[config.mk]
export PLATFORM = sky130hd
export DESIGN_NAME = fault_latch_spi_status
export DESIGN_NICKNAME = d
export VERILOG_FILES = /design/src/rtl/fault_spi_pkg.sv /design/src/rtl/word_fifo.sv /design/src/rtl/fault_latch_spi_status.sv
export SDC_FILE = /design/constraint.sdc
export NUM_CORES = 1
export LEC_CHECK = 0
export BUFFER_PORTS_ARGS = -buffer_cell sky130_fd_sc_hd__buf_4
export CELL_PAD_IN_SITES_DETAIL_PLACEMENT = 2
export CELL_PAD_IN_SITES_GLOBAL_PLACEMENT = 2
export CORE_UTILIZATION = 43
export DETAILED_ROUTE_END_ITERATION = 8
export PLACE_DENSITY = 0.85
export SYNTH_ARGS = -nofsm -noshare
export SYNTH_HDL_FRONTEND = slang
export SYNTH_SLANG_ARGS = --single-unit
export TNS_END_PERCENT = 10
[constraint.sdc]
create_clock -name MCLK_I -period 3.03 [get_ports MCLK_I]
set_input_delay 0.303 -clock MCLK_I [delete_from_list [all_inputs] [get_ports MCLK_I]]
set_output_delay 0.303 -clock MCLK_I [all_outputs]
set_load 0.01 [all_outputs]
[src/rtl/fault_spi_pkg.sv]
// Purpose: Shared constants for the fault latch and SPI status block
// Assumes: Core clock of 20 MHz, byte-wide registers, MSB-first frames
// Notes: Times are in ns; cycle counts are derived from the clock period
package fault_spi_pkg;
  // Core clock period
  localparam int CLK_NS = 50;
  // Setup time after the enable pin rises, rounded up to cycles
  localparam int SETUP_NS = 10000;
  localparam int SETUP_CYC = (SETUP_NS + CLK_NS - 1) / CLK_NS;
  // Open-load filter times, least times, rounded up to cycles
  localparam int OL_FILT_NS = 50000;
  localparam int OL_FILT_CYC = (OL_FILT_NS + CLK_NS - 1) / CLK_NS;
  localparam int LED_FILT_SHORT_NS = 10000;
  localparam int LED_FILT_SHORT_CYC = (LED_FILT_SHORT_NS + CLK_NS - 1) / CLK_NS;
  localparam int LED_FILT_LONG_NS = 20000;
  localparam int LED_FILT_LONG_CYC = (LED_FILT_LONG_NS + CLK_NS - 1) / CLK_NS;
  // Frame layout
  localparam int FRAME_BITS = 16;
  localparam int OP_BIT = 15;
  localparam int ADDR_MSB = 14;
  localparam int ADDR_LSB = 10;
  // Register addresses (5-bit field of the address byte)
  localparam logic [4:0] ADDR_GLOBAL = 5'h00;
  localparam logic [4:0] ADDR_ACT_HS = 5'h01;
  localparam logic [4:0] ADDR_ACT_LS = 5'h02;
  localparam logic [4:0] ADDR_OL_HS = 5'h03;
  localparam logic [4:0] ADDR_OL_LS = 5'h04;
  localparam logic [4:0] ADDR_LED_CFG = 5'h05;
  // Global status byte field positions
  localparam int GS_PROTO = 7;
  localparam int GS_LOAD = 6;
  localparam int GS_ULOW = 5;
  localparam int GS_UHIGH = 4;
  localparam int GS_RSTABS = 3;
  localparam int GS_TSD = 2;
  localparam int GS_TPW = 1;
  // LED open-load configuration fields
  localparam int LED_THR_BIT = 0;
  localparam int LED_FILT_BIT = 1;
  // Reset values
  localparam logic [7:0] CFG_RST = 8'h00;
endpackage

[src/rtl/word_fifo.sv]
// Purpose: Small synchronous FIFO carrying received frames
// Assumes: Single clock, synchronous active-low reset, clock enable
// Notes: Full and empty come from an occupancy count
`timescale 1ns/1ps
`default_nettype none
module word_fifo #(
  parameter int WIDTH = 16,
  parameter int DEPTH = 16
) (
  input wire logic clk_i,
  input wire logic rst_n_i,
  input wire logic ce_i,
  input wire logic in_valid_i,
  output logic in_ready_o,
  input wire logic [WIDTH-1:0] in_data_i,
  output logic out_valid_o,
  input wire logic out_ready_i,
  output logic [WIDTH-1:0] out_data_o
);
  localparam int AW = $clog2(DEPTH);
  logic [WIDTH-1:0] mem_reg [DEPTH];
  logic [AW-1:0] wr_reg;
  logic [AW-1:0] rd_reg;
  logic [AW:0] cnt_reg;
  wire push = in_valid_i && in_ready_o;
  wire pop = out_valid_o && out_ready_i;

  // Honest flags from the count
  assign in_ready_o = (cnt_reg != DEPTH[AW:0]);
  assign out_valid_o = (cnt_reg != '0);
  assign out_data_o = mem_reg[rd_reg];

  // Pointers wrap naturally; depth is a power of two
  always_ff @(posedge clk_i) begin
    if (!rst_n_i) begin
      wr_reg <= '0;
      rd_reg <= '0;
      cnt_reg <= '0;
    end else if (ce_i) begin
      if (push) begin
        mem_reg[wr_reg] <= in_data_i;
        wr_reg <= wr_reg + 1'b1;
      end
      if (pop) begin
        rd_reg <= rd_reg + 1'b1;
      end
      cnt_reg <= cnt_reg + {{AW{1'b0}}, push} - {{AW{1'b0}}, pop};
    end
  end
endmodule
`default_nettype wire

[src/rtl/fault_latch_spi_status.sv]
// Purpose: Fault latching, output gating and 16-bit SPI slave with in-frame response
// Assumes: SPI pins and fault levels are asynchronous and are synchronised here
// Notes: SCLK edges are found by oversampling; SCLK must stay well below MCLK/4
//
// Operation
// RULE1 - Thermal warning latches pre-warning flag; outputs stay active.
// RULE2 - Thermal shutdown latches its flag and holds all outputs off until cleared.
// RULE3 - Cleared pre-warning flag reads one again while warning persists.
// RULE4 - Supply low turns outputs off, keeps registers, latches supply-low flag.
// RULE5 - Outputs return by themselves when supply recovers; master clears flag.
// RULE6 - Supply high turns outputs off, latches flag, outputs return automatically.
// RULE7 - Logic-supply reset stops SPI, initialises state, outputs high impedance.
// RULE8 - After logic reset the reset-absent flag reads zero.
// RULE9 - Low current on active switch for filter time latches open-load and load error.
// RULE10 - LED high sides use selectable lower threshold and filter time.
// RULE11 - Free-wheeling stages in PWM never set open-load flags.
// RULE12 - Master sends 16-bit frames under low chip select, clock idle low.
// RULE13 - Sample input on falling clock, shift output on rising clock.
// RULE14 - Addressed register content returns within the same frame.
// RULE15 - Act on word after chip select rises; then release serial output.
// RULE16 - Writes, clears and reads act on whole bytes.
// RULE17 - Device never clears status or configuration bits by itself.
// RULE18 - Frames before the setup time after enable rises are ignored.
// RULE19 - Before first rising clock, output shows global error OR serial input.
// RULE20 - Global error flag set on any fault or after power-on reset.
// RULE21 - Master holds serial input low until first rising clock.
// RULE22 - Zero-clock frame lets master poll the global error flag.
// RULE23 - Global error is OR of status flags and inverted reset-absent flag.
// RULE24 - Reset-absent flag resets to zero so global error starts at one.
// RULE25 - A flag cleared under a standing fault is set again at once.
`timescale 1ns/1ps
`default_nettype none
module fault_latch_spi_status #(
  parameter int NHB = 8,
  parameter int FIFO_DEPTH = 16
) (
  input wire logic MCLK_I,
  input wire logic RESET_N_I,
  input wire logic CE_I,
  input wire logic EN_I,
  input wire logic SCLK_I,
  input wire logic CSN_I,
  input wire logic SDI_I,
  output logic SDO_O,
  output logic SDO_OE_N_O,
  input wire logic TEMP_WARN_I,
  input wire logic TEMP_SHUT_I,
  input wire logic SUPPLY_LOW_I,
  input wire logic SUPPLY_HIGH_I,
  input wire logic [NHB-1:0] HS_LOW_CUR_I,
  input wire logic [NHB-1:0] LS_LOW_CUR_I,
  input wire logic [NHB-1:0] HS_FREEWHEEL_I,
  input wire logic [NHB-1:0] LS_FREEWHEEL_I,
  output logic [NHB-1:0] HS_ON_O,
  output logic [NHB-1:0] LS_ON_O,
  output logic LED_LOW_THRESH_O
);
  localparam int NS = 8 + 4 * NHB;

  ////////////////////////////////////////////////////////////////////////////
  // Input synchronisers: first stage feeds only the second
  logic [NS-1:0] meta_reg;
  logic [NS-1:0] sync_reg;
  always_ff @(posedge MCLK_I) begin
    if (!RESET_N_I) begin
      meta_reg <= {{(NS-2){1'b0}}, 2'h2}; // Chip select idles high, so no false edge
      sync_reg <= {{(NS-2){1'b0}}, 2'h2};
    end else if (CE_I) begin
      meta_reg <= {LS_FREEWHEEL_I, HS_FREEWHEEL_I, LS_LOW_CUR_I, HS_LOW_CUR_I,
                   SUPPLY_HIGH_I, SUPPLY_LOW_I, TEMP_SHUT_I, TEMP_WARN_I,
                   EN_I, SDI_I, CSN_I, SCLK_I};
      sync_reg <= meta_reg;
    end
  end
  wire sclk_s = sync_reg[0];
  wire csn_s = sync_reg[1];
  wire sdi_s = sync_reg[2];
  wire en_s = sync_reg[3];
  wire warn_s = sync_reg[4];
  wire shut_s = sync_reg[5];
  wire ulow_s = sync_reg[6];
  wire uhigh_s = sync_reg[7];
  wire [2*NHB-1:0] lowcur_s = sync_reg[8 +: 2*NHB];
  wire [2*NHB-1:0] fw_s = sync_reg[8+2*NHB +: 2*NHB];

  ////////////////////////////////////////////////////////////////////////////
  // Edge detection on the synchronised link signals
  logic sclk_d_reg;
  logic csn_d_reg;
  always_ff @(posedge MCLK_I) begin
    if (!RESET_N_I) begin
      sclk_d_reg <= 1'b0;
      csn_d_reg <= 1'b1;
    end else if (CE_I) begin
      sclk_d_reg <= sclk_s;
      csn_d_reg <= csn_s;
    end
  end
  wire sclk_rise = sclk_s && !sclk_d_reg;
  wire sclk_fall = !sclk_s && sclk_d_reg;
  wire csn_fall = !csn_s && csn_d_reg;
  wire csn_rise = csn_s && !csn_d_reg;

  ////////////////////////////////////////////////////////////////////////////
  // Enable setup timer; frames are recognised only once it has expired
  logic [15:0] setup_reg;
  wire setup_done = (setup_reg == 16'(fault_spi_pkg::SETUP_CYC));
  always_ff @(posedge MCLK_I) begin
    if (!RESET_N_I) begin
      setup_reg <= '0;
    end else if (CE_I) begin
      if (!en_s) begin
        setup_reg <= '0; // RULE18
      end else if (!setup_done) begin
        setup_reg <= setup_reg + 16'h0001; // RULE18
      end
    end
  end

  ////////////////////////////////////////////////////////////////////////////
  // Configuration and latched flags
  logic [NHB-1:0] hs_en_reg;
  logic [NHB-1:0] ls_en_reg;
  logic [7:0] led_cfg_reg;
  logic [NHB-1:0] ol_hs_reg;
  logic [NHB-1:0] ol_ls_reg;
  logic tpw_reg;
  logic tsd_reg;
  logic ulow_reg;
  logic uhigh_reg;
  logic load_reg;
  logic proto_reg;
  logic rstabs_reg;

  // Global status byte and the error summary
  wire [7:0] gstat = {proto_reg, load_reg, ulow_reg, uhigh_reg,
                      rstabs_reg, tsd_reg, tpw_reg, 1'b0};
  wire global_error_flag = proto_reg | load_reg | ulow_reg | uhigh_reg |
             !rstabs_reg | tsd_reg | tpw_reg; // RULE20 RULE23

  ////////////////////////////////////////////////////////////////////////////
  // Serial receive and in-frame transmit
  logic active_reg;
  logic clocked_reg;
  logic [4:0] rcnt_reg;
  logic [4:0] fcnt_reg;
  logic [15:0] rx_reg;
  logic [15:0] tx_reg;
  logic sdo_reg;
  logic sdo_oe_n_reg;
  wire [4:0] rx_addr = rx_reg[6:2];
  wire resp_load = (rcnt_reg == 5'h08);

  // Response byte for the address just received; status reads see latched state
  wire [7:0] resp_byte =
    (rx_addr == fault_spi_pkg::ADDR_GLOBAL) ? gstat :
    (rx_addr == fault_spi_pkg::ADDR_ACT_HS) ? 8'(hs_en_reg) :
    (rx_addr == fault_spi_pkg::ADDR_ACT_LS) ? 8'(ls_en_reg) :
    (rx_addr == fault_spi_pkg::ADDR_OL_HS) ? 8'(ol_hs_reg) :
    (rx_addr == fault_spi_pkg::ADDR_OL_LS) ? 8'(ol_ls_reg) :
    (rx_addr == fault_spi_pkg::ADDR_LED_CFG) ? led_cfg_reg : 8'h00;

  // Frame bookkeeping; a frame starting before setup is never tracked
  always_ff @(posedge MCLK_I) begin
    if (!RESET_N_I) begin
      active_reg <= 1'b0;
      clocked_reg <= 1'b0;
      rcnt_reg <= '0;
      fcnt_reg <= '0;
      rx_reg <= '0;
      tx_reg <= '0;
    end else if (CE_I) begin
      if (csn_fall) begin
        active_reg <= setup_done && en_s; // RULE18
        clocked_reg <= 1'b0;
        rcnt_reg <= '0;
        fcnt_reg <= '0;
        tx_reg <= {gstat, 8'h00};
      end else if (csn_rise) begin
        active_reg <= 1'b0;
      end else if (active_reg) begin
        if (sclk_fall) begin
          rx_reg <= {rx_reg[14:0], sdi_s}; // RULE13
          if (fcnt_reg != 5'h1f) begin
            fcnt_reg <= fcnt_reg + 5'h01;
          end
        end
        if (sclk_rise) begin
          clocked_reg <= 1'b1;
          tx_reg <= resp_load ? {resp_byte[6:0], 9'h000} : {tx_reg[14:0], 1'b0}; // RULE14
          if (rcnt_reg != 5'h1f) begin
            rcnt_reg <= rcnt_reg + 5'h01;
          end
        end
      end
    end
  end

  // Serial output: error summary before the first clock, then the shift register
  always_ff @(posedge MCLK_I) begin
    if (!RESET_N_I) begin
      sdo_reg <= 1'b0;
      sdo_oe_n_reg <= 1'b1; // RULE7
    end else if (CE_I) begin
      sdo_oe_n_reg <= !(active_reg && !csn_s); // RULE15
      if (active_reg && !clocked_reg && !sclk_rise) begin
        sdo_reg <= global_error_flag | sdi_s; // RULE19 RULE22
      end else if (active_reg && sclk_rise) begin
        sdo_reg <= resp_load ? resp_byte[7] : tx_reg[15]; // RULE13 RULE14
      end
    end
  end
  assign SDO_O = sdo_reg;
  assign SDO_OE_N_O = sdo_oe_n_reg;

  ////////////////////////////////////////////////////////////////////////////
  // Completed frames queue up and are executed when no frame is in progress
  wire frame_ok = (fcnt_reg == 5'(fault_spi_pkg::FRAME_BITS));
  wire frame_bad = (fcnt_reg != 5'h00) && !frame_ok;
  wire push_req = active_reg && csn_rise && frame_ok; // RULE15
  wire push_ready;
  wire pop_valid;
  wire [15:0] cmd;
  wire pop_ready = !active_reg;

  word_fifo #(
    .WIDTH(fault_spi_pkg::FRAME_BITS),
    .DEPTH(FIFO_DEPTH)
  ) u_cmd_fifo (
    .clk_i(MCLK_I),
    .rst_n_i(RESET_N_I),
    .ce_i(CE_I),
    .in_valid_i(push_req),
    .in_ready_o(push_ready),
    .in_data_i(rx_reg),
    .out_valid_o(pop_valid),
    .out_ready_i(pop_ready),
    .out_data_o(cmd)
  );

  // Command decode: whole-byte writes and whole-byte clears only
  wire exec = pop_valid && pop_ready && cmd[fault_spi_pkg::OP_BIT];
  wire [4:0] cmd_addr = cmd[fault_spi_pkg::ADDR_MSB:fault_spi_pkg::ADDR_LSB];
  wire [7:0] cmd_data = cmd[7:0];
  wire clr_global = exec && (cmd_addr == fault_spi_pkg::ADDR_GLOBAL); // RULE16
  wire clr_ol_hs = exec && (cmd_addr == fault_spi_pkg::ADDR_OL_HS); // RULE16
  wire clr_ol_ls = exec && (cmd_addr == fault_spi_pkg::ADDR_OL_LS); // RULE16
  wire wr_hs = exec && (cmd_addr == fault_spi_pkg::ADDR_ACT_HS);
  wire wr_ls = exec && (cmd_addr == fault_spi_pkg::ADDR_ACT_LS);
  wire wr_led = exec && (cmd_addr == fault_spi_pkg::ADDR_LED_CFG);
  // A dropped or wrong-length frame is a protocol fault
  wire proto_set = (active_reg && csn_rise && frame_bad) || (push_req && !push_ready);

  ////////////////////////////////////////////////////////////////////////////
  // Open-load filters, one per switch; LED high sides use their own filter time
  wire [2*NHB-1:0] sw_on = {LS_ON_O, HS_ON_O};
  logic [2*NHB-1:0] ol_hit;
  wire [9:0] led_filt = led_cfg_reg[fault_spi_pkg::LED_FILT_BIT] ?
                        10'(fault_spi_pkg::LED_FILT_LONG_CYC) :
                        10'(fault_spi_pkg::LED_FILT_SHORT_CYC);
  genvar g;
  generate
    for (g = 0; g < 2 * NHB; g++) begin : g_ol
      logic [9:0] filt_reg;
      wire [9:0] limit = (g < 2) ? led_filt : 10'(fault_spi_pkg::OL_FILT_CYC); // RULE10
      wire watch = sw_on[g] && lowcur_s[g] && !fw_s[g]; // RULE9 RULE11
      assign ol_hit[g] = watch && (filt_reg == limit); // RULE9
      always_ff @(posedge MCLK_I) begin
        if (!RESET_N_I) begin
          filt_reg <= '0;
        end else if (CE_I) begin
          filt_reg <= !watch ? 10'h000 : (ol_hit[g] ? filt_reg : filt_reg + 10'h001);
        end
      end
    end
  endgenerate

  ////////////////////////////////////////////////////////////////////////////
  // Flag latches: a standing cause beats a clear in the same cycle
  always_ff @(posedge MCLK_I) begin
    if (!RESET_N_I) begin
      tpw_reg <= 1'b0;
      tsd_reg <= 1'b0;
      ulow_reg <= 1'b0;
      uhigh_reg <= 1'b0;
      load_reg <= 1'b0;
      proto_reg <= 1'b0;
      rstabs_reg <= 1'b0; // RULE8 RULE24
      ol_hs_reg <= '0;
      ol_ls_reg <= '0;
    end else if (CE_I) begin
      tpw_reg <= warn_s | (tpw_reg & !clr_global); // RULE1 RULE3 RULE17
      tsd_reg <= shut_s | (tsd_reg & !clr_global); // RULE2 RULE17 RULE25
      ulow_reg <= ulow_s | (ulow_reg & !clr_global); // RULE4 RULE5
      uhigh_reg <= uhigh_s | (uhigh_reg & !clr_global); // RULE6
      load_reg <= (|ol_hit) | (load_reg & !clr_global); // RULE9
      proto_reg <= proto_set | (proto_reg & !clr_global);
      rstabs_reg <= rstabs_reg | clr_global; // RULE8
      ol_hs_reg <= ol_hit[NHB-1:0] | (ol_hs_reg & ~{NHB{clr_ol_hs}}); // RULE9 RULE25
      ol_ls_reg <= ol_hit[2*NHB-1:NHB] | (ol_ls_reg & ~{NHB{clr_ol_ls}}); // RULE9
    end
  end

  // Configuration registers, written a byte at a time
  always_ff @(posedge MCLK_I) begin
    if (!RESET_N_I) begin
      hs_en_reg <= '0;
      ls_en_reg <= '0;
      led_cfg_reg <= fault_spi_pkg::CFG_RST;
    end else if (CE_I) begin
      if (wr_hs) begin
        hs_en_reg <= cmd_data[NHB-1:0]; // RULE16
      end
      if (wr_ls) begin
        ls_en_reg <= cmd_data[NHB-1:0]; // RULE16
      end
      if (wr_led) begin
        led_cfg_reg <= cmd_data; // RULE10 RULE16
      end
    end
  end

  ////////////////////////////////////////////////////////////////////////////
  // Output gating; enable bits stay set while stages are forced off
  wire gate_off = tsd_reg | ulow_s | uhigh_s; // RULE2 RULE4 RULE5 RULE6
  logic [NHB-1:0] hs_on_reg;
  logic [NHB-1:0] ls_on_reg;
  logic led_thr_reg;
  always_ff @(posedge MCLK_I) begin
    if (!RESET_N_I) begin
      hs_on_reg <= '0; // RULE7
      ls_on_reg <= '0; // RULE7
      led_thr_reg <= 1'b0;
    end else if (CE_I) begin
      hs_on_reg <= gate_off ? '0 : hs_en_reg; // RULE1 RULE9
      ls_on_reg <= gate_off ? '0 : ls_en_reg;
      led_thr_reg <= led_cfg_reg[fault_spi_pkg::LED_THR_BIT]; // RULE10
    end
  end
  assign HS_ON_O = hs_on_reg;
  assign LS_ON_O = ls_on_reg;
  assign LED_LOW_THRESH_O = led_thr_reg;

  ////////////////////////////////////////////////////////////////////////////
  // Checks
  chk_shutdown_gates: assert property (@(posedge MCLK_I) disable iff (!RESET_N_I) // RULE2
    CE_I && tsd_reg |=> (HS_ON_O == '0) && (LS_ON_O == '0))
    else $error("outputs on during thermal shutdown");
  chk_tpw_sticks: assert property (@(posedge MCLK_I) disable iff (!RESET_N_I) // RULE3
    CE_I && warn_s |=> tpw_reg)
    else $error("pre-warning flag not held");
  chk_tpw_no_self: assert property (@(posedge MCLK_I) disable iff (!RESET_N_I) // RULE17
    CE_I && tpw_reg && !clr_global |=> tpw_reg)
    else $error("pre-warning cleared without command");
  chk_supply_recover: assert property (@(posedge MCLK_I) disable iff (!RESET_N_I) // RULE5
    CE_I && !tsd_reg && !ulow_s && !uhigh_s && hs_en_reg != '0 |=> HS_ON_O == $past(hs_en_reg))
    else $error("outputs not restored after supply recovery");
  chk_gef_summary: assert property (@(posedge MCLK_I) disable iff (!RESET_N_I) // RULE23
    !rstabs_reg |-> global_error_flag)
    else $error("error summary misses reset flag");
  chk_release_sdo: assert property (@(posedge MCLK_I) disable iff (!RESET_N_I) // RULE15
    CE_I && csn_rise |=> SDO_OE_N_O)
    else $error("serial output not released");
  chk_early_frame: assert property (@(posedge MCLK_I) disable iff (!RESET_N_I) // RULE18
    CE_I && csn_fall && !setup_done |=> !active_reg)
    else $error("frame accepted before setup time");
  chk_poll_level: assert property (@(posedge MCLK_I) disable iff (!RESET_N_I) // RULE19
    CE_I && active_reg && !clocked_reg && !sclk_rise |=> SDO_O == $past(global_error_flag | sdi_s))
    else $error("poll level wrong");
  chk_ol_latch: assert property (@(posedge MCLK_I) disable iff (!RESET_N_I) // RULE9
    CE_I && (|ol_hit) |=> load_reg ##1 load_reg || $past(clr_global))
    else $error("load error not latched");
  chk_fw_blank: assert property (@(posedge MCLK_I) disable iff (!RESET_N_I) // RULE11
    (fw_s & ol_hit) == '0)
    else $error("open load flagged on free-wheeling stage");
endmodule
`default_nettype wire

* After elaboration in Yosys (flattened, before gate mapping)
Memories as Yosys holds them, arrays and structs flattened. A register that Yosys moved wholly into a read port is not among the register bits. Index checks and enable logic that the tools add are counted.
Storage, ports and cells: flip-flop bits (word level) 381, word-level logic and storage cells 364, RAM bits 256, input port bits 43, memories kept 1
Memory list:
- u_cmd_fifo.mem_reg | depth 16, bits a word 16, read ports 1, clocked after Yosys merged registers in 1, wr ports 1, line word_fifo.sv:21 | logic [WIDTH-1:0] mem_reg [DEPTH];
Operators by class: bitwise logic cells 30, equality and inequality tests 50, multiplexer cells 73, reductions and logical operators 140, add/subtract/negate cells 23
Operators by type and width (count):
- 2-to-1 mux 10 bit | 32
- adder 10 x 1 -> 10 bit, second input constant | 16
- equality test 10 bit, second input constant | 14
- 2-to-1 mux 16 bit | 7
- logical AND 1 bit | 71
- 2-to-1 mux 8 bit | 8
- 2-to-1 mux 5 bit | 10
- AND reduction 2 bit | 24
- != test 2 bit, second input constant | 18
- logical NOT 1 bit | 28
- equality test 10 x 9 -> 1 bit | 2
- equality test 5 x 2 -> 1 bit, second input constant | 4
- equality test 5 x 3 -> 1 bit, second input constant | 4
- adder 16 x 1 -> 16 bit, second input constant | 1
- bitwise AND 8 bit | 2
- equality test 16 x 8 -> 1 bit, second input constant | 1
- NOT 8 bit | 2
- OR 1 bit | 16
- OR 8 bit | 2
- OR reduction 16 bit | 1
- != test 5 bit, second input constant | 3
- AND reduction 5 bit | 3
- nonzero test 2 bit | 7
- 2-to-1 mux 1 bit | 13
- 15 further kinds | 27

* Longest topological paths before layout
Gate-level depths: netlist of the first run.
depth after elaboration 12, depth in mapped cells 15, depth with buffers taken out 15

* Modules after synthesis
A second synthesis of the first run with hierarchy kept.
Second synthesis, totals: cell total of the unflattened synthesis 2328, area total of the unflattened synthesis 27092.2 um^2
Modules (own cells, without submodules):
- fault_latch_spi_status | instances 1, area each 16408.2 um^2, cells each 1816
- word_fifo | instances 1, area each 10684.0 um^2, cells each 512

* Worst setup path after synthesis of the first run
Ideal clock, no wire load.
kind flip-flop to flip-flop, start register u_cmd_fifo.cnt_reg[3], end register u_cmd_fifo.cnt_reg[4], data required time 2915 ps, library setup time 115 ps, slack 350 ps, stages on the path, launching flop included 16, arrival 2565 ps, cells stage by stage dfxtp_1 > inv_1 > ha_1 > nor4b_1 > nor2_1 > ha_1 > inv_1 > ha_1 > fa_1 > a21oi_1 > nor2_1 > nor2_1 > xnor2_1 > nand2_1 > xnor2_1 > and2_1
On the way: word-level cells in the longest chain between the ends 4, elaborated cells on any way between the ends 6, those cells by class add/sub (2); eq/ne (1); reduce/logical (3)
Ends and longest elaborated chain:
- start, declared | line word_fifo.sv:24 | logic [AW:0] cnt_reg;
- start signal, assigned | line word_fifo.sv:47 | cnt_reg <= cnt_reg + {{AW{1'b0}}, push} - {{AW{1'b0}}, pop};
- != test 5 bit | line word_fifo.sv:29 | assign in_ready_o = (cnt_reg != DEPTH[AW:0]);
- logical AND 1 bit | line word_fifo.sv:25 | wire push = in_valid_i && in_ready_o;
- adder 5 x 1 -> 5 bit | line word_fifo.sv:47
- subtractor 5 x 1 -> 5 bit (*) | line word_fifo.sv:47
Mark *: on every way between the ends. The rest lies on a longest branch, timed or not. A chain may end at the register's enable or synchronous reset.

==> results.cfg, run 1 <==
[run_status]
status = finished with violations
violations = negative hold slack, negative setup slack

[cts]
numCtsBuffers = 67
clock_latency_ns = 0.64
root_buffer = clkbuf_16
ctsHtreeMaxLevel = 3
cts_tree = yes
clkTransAtPathRegs_ns = 0.07
numClockSinks = 600
post_cts_buffers = 0
cts_buffer_depth = 3

[power_and_ir_drop]
power_leakage_nw = 10.8
powerDensity_nw_per_um2 = 650
ir_drop_uv = 551

[yosys]
ys_seq_elements = 600
synthMostInstantiatedCell = dfxtp_1
synth_top_cell_by_area = dfxtp_1
synth.area.top_cells = dfxtp_1 29%, edfxtp_1 26%, mux2i_1 6.0%
yosysWarnings = 0
syn_avg_cell_area_um2 = 11.2
synthArstFlopShare_pct = 0
synth_cell_types = 75
mappedNetlistNets = 2368
netlist_instances = 2270
yosysSeqAreaShare_pct = 55.8
synth_common_cells = 376 x dfxtp_1, 252 x nor2_1, 224 x edfxtp_1, 204 x nand2_1, 152 x mux2i_1
synth_edf_count = 224
synthFlopType = dfxtp_1
syn_area_um2 = 25500
synth_top_area_share_pct = 29.5

[placed_design]
dpl_cell_area_um2 = 27100
port-buffer-count = 61
place_congestion = 0.801
dpl_worst_slack_ns = -0.0900
dp_hpwl_um = 53800

[worst_setup_path]
end_kind = flip-flop
cp_slowest_cell = or4b_4
cp_top_family = compound AO/OA/AOI/OAI gates
crit_fanout = 13
crit_type = reg -> reg
critPathLaunchType = flip-flop
worstPathArrival_ns = 3.62
cp_num_buf_inv = 2
required_ns = 3.48
crit_chain = buf_12 -> mux2i_4 -> a22o_1 -> a221oi_2 -> or4b_4 -> a2111oi_4 -> buf_4 -> o21ai_0
max_stage_delay_ns = 0.62

[die]
start_util_pct = 43.9
core-area_um2 = 58100
die_h_um = 246
die-area_um2 = 60300
rows = 88
die_x_um = 246
ios = 62

[timing]
hold_slack_ns = -0.00118
setup_violations = 9
clock.fmax_mhz = 315
maxSlewViolCount = 0
rsz0062_at_grt = yes
tightest_slew_ns = 1.07
finClkSkew_ns = 0.0370
max-slew-margin-rel_pct = 28.5
finalHoldViolations = 1
post-route-min-period_ns = 3.17
worst_slack_ns = -0.141
period_share_pct = 105

[layout]
nets = 2510
fin_area_um2 = 29800
drive_above_1_share_pct = 13.4
area_growth_pct = 16.8
largest_reg_flops = 224

[grt]
first_global_vias = 22156
grt_use_total_pct = 33.8
grt_overflow_total = 0
antenna_found_initial = 0
grt_max_degree = 55
grt_first_pass_wirelength_um = 151000

[detailed_routing]
post_drt_wl_per_cell_um = 31.3
totalWireLength_um = 101000
vias_per_cell = 6.11
firstDrtPassIters = 5
postRouteAntennaNets = 0
initialDrtViolationCount = 1501
drc = 0
num_vias = 19751

[flow_run]
max-cap-violations = 0

[worst_hold_path]
holdCritPathClass = in -> reg
==> power breakdown <==
part,total [mW],internal [mW],switching (mW)
combinational,1.92,0.834,1.09
sequential,8.57,8.41,0.163
clock,8.88,5.03,3.85
total,19.4,14.3,5.10
==> layout by cell type (no fill, tap or decap), types with 70 or more instances in the layout <==
cell type	n
buf_4	122
clkbuf_16	70
dfxtp_1	373
edfxtp_1	224
inv_1	89
mux2i_1	150
nand2_1	204
nand3_1	82
nor2_1	250
nor2b_1	106
xnor2_1	75
xor2_1	78
==> layout make-up <==
cell class / count / area (µm²)
Sequential cell: 600 / 14300
Fill cell: 5607 / 28300
Clock buffer: 90 / 1930
Multi-Input combinational cell: 1494 / 10600
Clock inverter: 34 / 373
Timing Repair Buffer: 158 / 1330
Inverter: 91 / 342
Antenna cell: 1 / 2.50
Tap cell: 765 / 957
==> repair_timing <==
| item | in CTS | in global routing |
|---|---|---|
| resized for setup | 8 | 9 |
| setup endpoints to repair | 11 | 36 |
| hold buffers | 29 | 0 |
| gates cloned | 0 | 0 |
| hold endpoints to repair | 29 | 0 |
| pin swaps | 0 | 0 |
==> final timing paths <==
check	to	slack [ns]	cells after the start	start
worst max-delay path	load_reg$_SDFFE_PN0P_	-0.14	8	flip-flop
worst min-delay path	meta_reg[7]$_SDFFE_PN0P_	-0.001	3	SUPPLY_HIGH_I
worst max register to register	load_reg$_SDFFE_PN0P_	-0.14	8	flip-flop
worst min register to register	rx_reg[10]$_SDFFE_PN0P_	0.49	2	rx_reg[9]$_SDFFE_PN0P_
==> stage by stage <==
stage	instances	utilization (%)	TNS, ns	hold slack [ns]	power [mW]
final	3233	51.3	-0.517	-0.00118	19.4
after global routing	3232	51.3	-1.08	0.0118	19.9
after CTS	3232	51.2	-0.0231	0.00831	19.3
after detailed placement	3079	46.7	-0.0900	0.463	10.5
after global placement	3079	46.7	0	0.445	10.3
after floorplan	2270	-	0	0.431	9.92
==> metal layers <==
layer	vias up	GRT usage, %	part of all wire, %
li1	8290	-	-
met1	10255	38.5	38
met2	842	59.5	51
met3	364	5.96	5.4
met4	0	19.3	5.9
met5	-	0	0
==> cells by family (layout without fill, tap and decap cells) <==
family	after synthesis	after routing	synth area share (%)
other cells	0	1	0
compound gates	194	194	5.38
xor+xnor	153	153	5.25
simple gates	887	887	17.5
flops	600	600	55.8
mux	205	205	10.5
buf+inv	176	373	2.89
fa+ha+maj	55	55	2.73
==> worst min-delay path, stage by stage <==
cell and delay (ns):
buf_4 0.08, mux2i_1 0.08, nor2b_1 0.12
No activity file was read; power rests on OpenSTA's default activity.
==> run 2: changes to the inputs <==
--- a/config.mk
+++ b/config.mk
@@ -11,4 +11,5 @@
 export CORE_UTILIZATION = 43
 export DETAILED_ROUTE_END_ITERATION = 8
+export MAX_ROUTING_LAYER = met4
 export PLACE_DENSITY = 0.85
 export SYNTH_ARGS = -nofsm -noshare
==> constraint.sdc (replaced) <==
create_clock -name MCLK_I -period 3.05 [get_ports MCLK_I]
set_input_delay 0.305 -clock MCLK_I [delete_from_list [all_inputs] [get_ports MCLK_I]]
set_output_delay 0.305 -clock MCLK_I [all_outputs]
set_load 0.1 [all_outputs]
==> results.cfg, run 2 (synthesized netlist as in run 1, its figures left out) <==
[worst_setup_path]
critPathLaunchType = flip-flop
end_kind = flip-flop
crit_fanout = 22
r2r_start = rx_reg[5]$_SDFFE_PN0P_
cp_slowest_cell = or4b_2
crit_chain = or4b_2 -> o22ai_1 -> nor2_1 -> a211oi_1 -> a21oi_1 -> o22ai_1
r2r_end = tx_reg[12]$_SDFFE_PN0P_
required_ns = 3.60
cp_top_family = compound AO/OA/AOI/OAI gates
crit_top_cell = o22ai_1
critical_path_depth = 6
worstPathArrival_ns = 3.69
reg2reg_depth = 6
max_stage_delay_ns = 0.95
crit_type = reg -> reg
reg2reg_setup_slack_ns = -0.09
cp_num_buf_inv = 0

[die]
die_x_um = 246
ios = 62
start_util_pct = 43.9
rows = 88
core-area_um2 = 58100
die_h_um = 246
die-area_um2 = 60300

[run_status]
status = finished with violations
violations = negative hold slack, negative setup slack

[power_and_ir_drop]
p_comb_share_pct = 10.1
powerDensity_nw_per_um2 = 630
ir_drop_uv = 785
swShare_pct = 26.7
p_clk_share_pct = 44.4
power_leakage_nw = 10.8
p_sw_mw = 4.99
p_total_mw = 18.7
seqPwrFrac_pct = 45.4
p_int_mw = 13.7

[timing]
finClkSkew_ns = 0.0283
hold_slack_ns = -0.0169
rsz0062_at_grt = yes
finalHoldViolations = 3
worst_slack_ns = -0.0853
tightest_slew_ns = 1.04
fin_tns_setup_ns = -0.0965
clock.fmax_mhz = 319
post-route-min-period_ns = 3.14
maxSlewViolCount = 0
setup_violations = 4
period_share_pct = 103
max-slew-margin-rel_pct = 30.4

[detailed_routing]
postRouteAntennaNets = 0
post_drt_wl_per_cell_um = 30.5
firstDrtPassIters = 5
vias_per_cell = 5.97
drc = 0
num_vias = 19309
initialDrtViolationCount = 1628
totalWireLength_um = 98700

[layout]
most-common-layout-cells = 373 x dfxtp_1, 250 x nor2_1, 224 x edfxtp_1
nets = 2510
nFillCells = 5649
drive_above_1_share_pct = 12.8
multi_input_area_um2 = 10600
layout_commonest_cell = dfxtp_1
stdcell_count = 3233
final_util_pct = 51.0
fin_area_um2 = 29700
seq_area_um2 = 14300
largest_reg_flops = 224
area_growth_pct = 16.2

[worst_hold_path]
holdCritPathClass = in -> reg
holdPathEnd = meta_reg[7]$_SDFFE_PN0P_
hold_depth = 3
worstHoldStart = SUPPLY_HIGH_I

[grt]
first_global_vias = 21848
grt_first_pass_wirelength_um = 146000
grt_use_total_pct = 33.7
antenna_found_initial = 3
grt_overflow_total = 0
grt_max_degree = 104

[cts]
clkTransAtPathRegs_ns = 0.07
ctsHtreeMaxLevel = 3
cts_tree = yes
cts_buffer_depth = 3
root_buffer = clkbuf_16
clock_latency_ns = 0.64
numCtsBuffers = 67
numClockSinks = 600

[placed_design]
place_congestion = 0.836
dpl_cell_area_um2 = 27100
dpl_worst_slack_ns = 0.0373
place_inst = 3079
dp_hpwl_um = 53600
port-buffer-count = 61

[flow_run]
max-cap-violations = 0
## run 2: cell types whose count changed in the layout (fill, tap and decap cells not counted), moves of 5 or more
cell	change
bufinv_16	-6
clkbuf_1	+6
clkbuf_8	+5
clkinv_2	-9
## run 2: final cells by class
cell class	instances	area share, %
diodes	4	0.0338
clock buffers	100	6.60
clock inverters	21	0.629
inverters	91	1.15
multi-input cells	1494	35.7
flip-flops and latches	600	48.1
well taps	765	3.23
repair buffers	158	4.53
## run 2: worst min-delay path, delay by kind of cell
kind | cells | cell delay [ns]
multiplexers | 1 | 0.07
buffers and inverters | 1 | 0.09
AND/OR/NAND/NOR | 1 | 0.11
## run 2: power groups by stage
stage	clock, mW	combinational (mW)	sequential [mW]
final	8.30	1.89	8.49
after global routing	8.62	2.02	8.50
after global placement	0	1.59	8.63
after floorplan	0	1.27	8.58
after CTS	8.27	1.86	8.48
after detailed placement	0	1.67	8.64
## run 2: layer usage
metal | GRT usage, % | routed length [µm] | up-vias
met5 | - | 0 | -
li1 | - | - | 8313
met4 | 15.5 | 4460 | 0
met3 | 5.67 | 4750 | 261
met2 | 58.5 | 51100 | 698
met1 | 37.6 | 38400 | 10037
## run 2: worst max-delay path by stage
stage,startpoint,slack [ns],endpoint
finish,rx_reg[5]$_SDFFE_PN0P_,-0.09,tx_reg[12]$_SDFFE_PN0P_
global route,flip-flop,-0.11,ol_ls_reg[2]$_SDFFE_PN0P_
CTS,flip-flop,0.005,ls_en_reg[0]$_SDFFE_PN0P_
detailed placement,flip-flop,0.04,ls_en_reg[0]$_SDFFE_PN0P_
global placement,u_cmd_fifo.cnt_reg[3]$_SDFFE_PN0P_,0.18,u_cmd_fifo.cnt_reg[4]$_SDFFE_PN0P_
floorplan,u_cmd_fifo.cnt_reg[3]$_SDFFE_PN0P_,0.37,u_cmd_fifo.cnt_reg[4]$_SDFFE_PN0P_
## run 2: timing repair
item	in CTS	in global routing
endpoints found under the setup margin	16	13
gates resized for setup	8	6
setup buffers	0	0
hold endpoints to repair	28	0
hold buffers	28	0
cloned	1	0
==> run 3: changes to the inputs <==
Settings changed: SLEW_MARGIN from default to 40.
Clock period 3.05 ns to 3.2 ns, I/O delays scaled along.
==> results.cfg, run 3 (synthesized netlist as in run 1, its figures left out) <==
[die]
die-area_um2 = 60300
core-area_um2 = 58100
start_util_pct = 43.9
ios = 62
rows = 88
die_x_um = 246
die_h_um = 246

[grt]
grt_max_degree = 139
antenna_found_initial = 7
grt_use_total_pct = 34.5
grt_first_pass_wirelength_um = 150000
first_global_vias = 22140
grt_overflow_total = 0

[layout]
drive_above_1_share_pct = 12.6
layout_commonest_cell = dfxtp_1
stdcell_count = 3227
area_growth_pct = 16.1
largest_reg_flops = 224
fin_area_um2 = 29600
nets = 2500
most-common-layout-cells = 370 x dfxtp_1, 252 x nor2_1, 224 x edfxtp_1

[placed_design]
port-buffer-count = 61
place_inst = 3071
place_congestion = 0.829
dpl_cell_area_um2 = 27000
dp_hpwl_um = 54500

[cts]
clkTransAtPathRegs_ns = 0.07
cts_tree = yes
root_buffer = clkbuf_16
numClockSinks = 600
ctsHtreeMaxLevel = 3
cts_buffer_depth = 3
clock_latency_ns = 0.65
post_cts_buffers = 0
numCtsBuffers = 67

[detailed_routing]
vias_per_cell = 6.05
postRouteAntennaNets = 0
firstDrtPassIters = 6
initialDrtViolationCount = 1505
drc = 0
totalWireLength_um = 99900
num_vias = 19539
post_drt_wl_per_cell_um = 31.0

[timing]
rsz0062_at_grt = yes
period_share_pct = 96.4
clock.fmax_mhz = 324
post-route-min-period_ns = 3.08
finalHoldViolations = 1
setup_violations = 0
maxSlewViolCount = 0
hold_slack_ns = -0.0139
tightest_slew_ns = 0.919
max-slew-margin-rel_pct = 38.6
finClkSkew_ns = 0.0393
fin_tns_setup_ns = 0

[worst_setup_path]
crit_fanout = 20
reg2reg_setup_slack_ns = 0.12
end_kind = flip-flop
crit_type = reg -> reg
endpoint = ol_hs_reg[5]$_SDFFE_PN0P_
r2r_end = ol_hs_reg[5]$_SDFFE_PN0P_
required_ns = 3.67
worstPathArrival_ns = 3.55
cp_slowest_cell = dfxtp_4
critPathLaunchType = flip-flop
max_stage_delay_ns = 0.58
reg2reg_depth = 8
crit_chain = buf_4 -> mux2i_1 -> a22oi_1 -> nand2_1 -> or4b_4 -> a21oi_2 -> and3_1 -> o21ai_0

[worst_hold_path]
worstHoldStart = LS_FREEWHEEL_I[7]
holdCritPathClass = in -> reg

[flow_run]
max-cap-violations = 0

[power_and_ir_drop]
p_comb_share_pct = 9.7
p_clk_share_pct = 45.3
power_leakage_nw = 10.7
swShare_pct = 26.1
p_sw_mw = 4.72
powerDensity_nw_per_um2 = 610
p_total_mw = 18.1
ir_drop_uv = 494
p_int_mw = 13.4
seqPwrFrac_pct = 45.0

[run_status]
status = finished with violations
violations = negative hold slack
-- run 3: worst max-delay path: cells and delay by family, from the launching register on --
kind / cells / cell delay, ns
simple gates: 3 / 1.08
compound gates: 3 / 0.69
flops: 1 / 0.58
buf+inv: 1 / 0.28
mux: 1 / 0.28
-- run 3: per-stage QoR --
step | worst slack (ns) | utilization, %
detailed placement | 0.0910 | 46.5
CTS | 0.0880 | 50.9
finish | 0.117 | 51.0
global placement | 0.292 | 46.5
global route | -0.0475 | 51.0
floorplan | 0.520 | -
-- run 3: final cells by class --
type / count / area, µm²
Tap cell: 765 / 957
Fill cell: 5672 / 28500
Antenna cell: 7 / 17.5
Multi-Input combinational cell: 1494 / 10600
Timing Repair Buffer: 148 / 1220
Clock buffer: 110 / 2120
Clock inverter: 12 / 123
Inverter: 91 / 342
Sequential cell: 600 / 14300
-- run 3: how the worst min path moves through the flow --
stage	to	slack, ns	cells after the start
floorplan	ol_hs_reg[3]$_SDFFE_PN0P_	0.44	2
global placement	rx_reg[9]$_SDFFE_PN0P_	0.45	2
detailed placement	ol_ls_reg[3]$_SDFFE_PN0P_	0.47	1
CTS	meta_reg[6]$_SDFFE_PN0P_	0.002	3
global route	meta_reg[39]$_SDFFE_PN0P_	0.01	3
finish	meta_reg[39]$_SDFFE_PN0P_	-0.01	3
-- run 3: layer usage --
metal	routed length (µm)	GRT usage, %	part of all wire (%)	up-vias
li1	-	-	-	8261
met1	37800	37.4	38	10023
met2	50500	58.8	51	867
met3	5650	7.15	5.7	388
met4	5940	19.5	5.9	0
met5	0	-	0	-
-- run 3: power by group through the flow --
stage | logic [mW] | registers, mW | clock network (mW)
3_3_place_gp | 1.48 | 8.26 | 0
2_1_floorplan | 1.21 | 8.18 | 0
4_1_cts | 1.70 | 8.12 | 8.10
5_1_grt | 1.87 | 8.14 | 8.48
6_report | 1.75 | 8.13 | 8.20
3_5_place_dp | 1.59 | 8.28 | 0
-- run 3: what timing repair did --
action,4_1_cts,5_1_grt
hold buffers,27,0
endpoints found under the hold margin,27,0
resized for setup,1,5
setup endpoints to repair,1,5
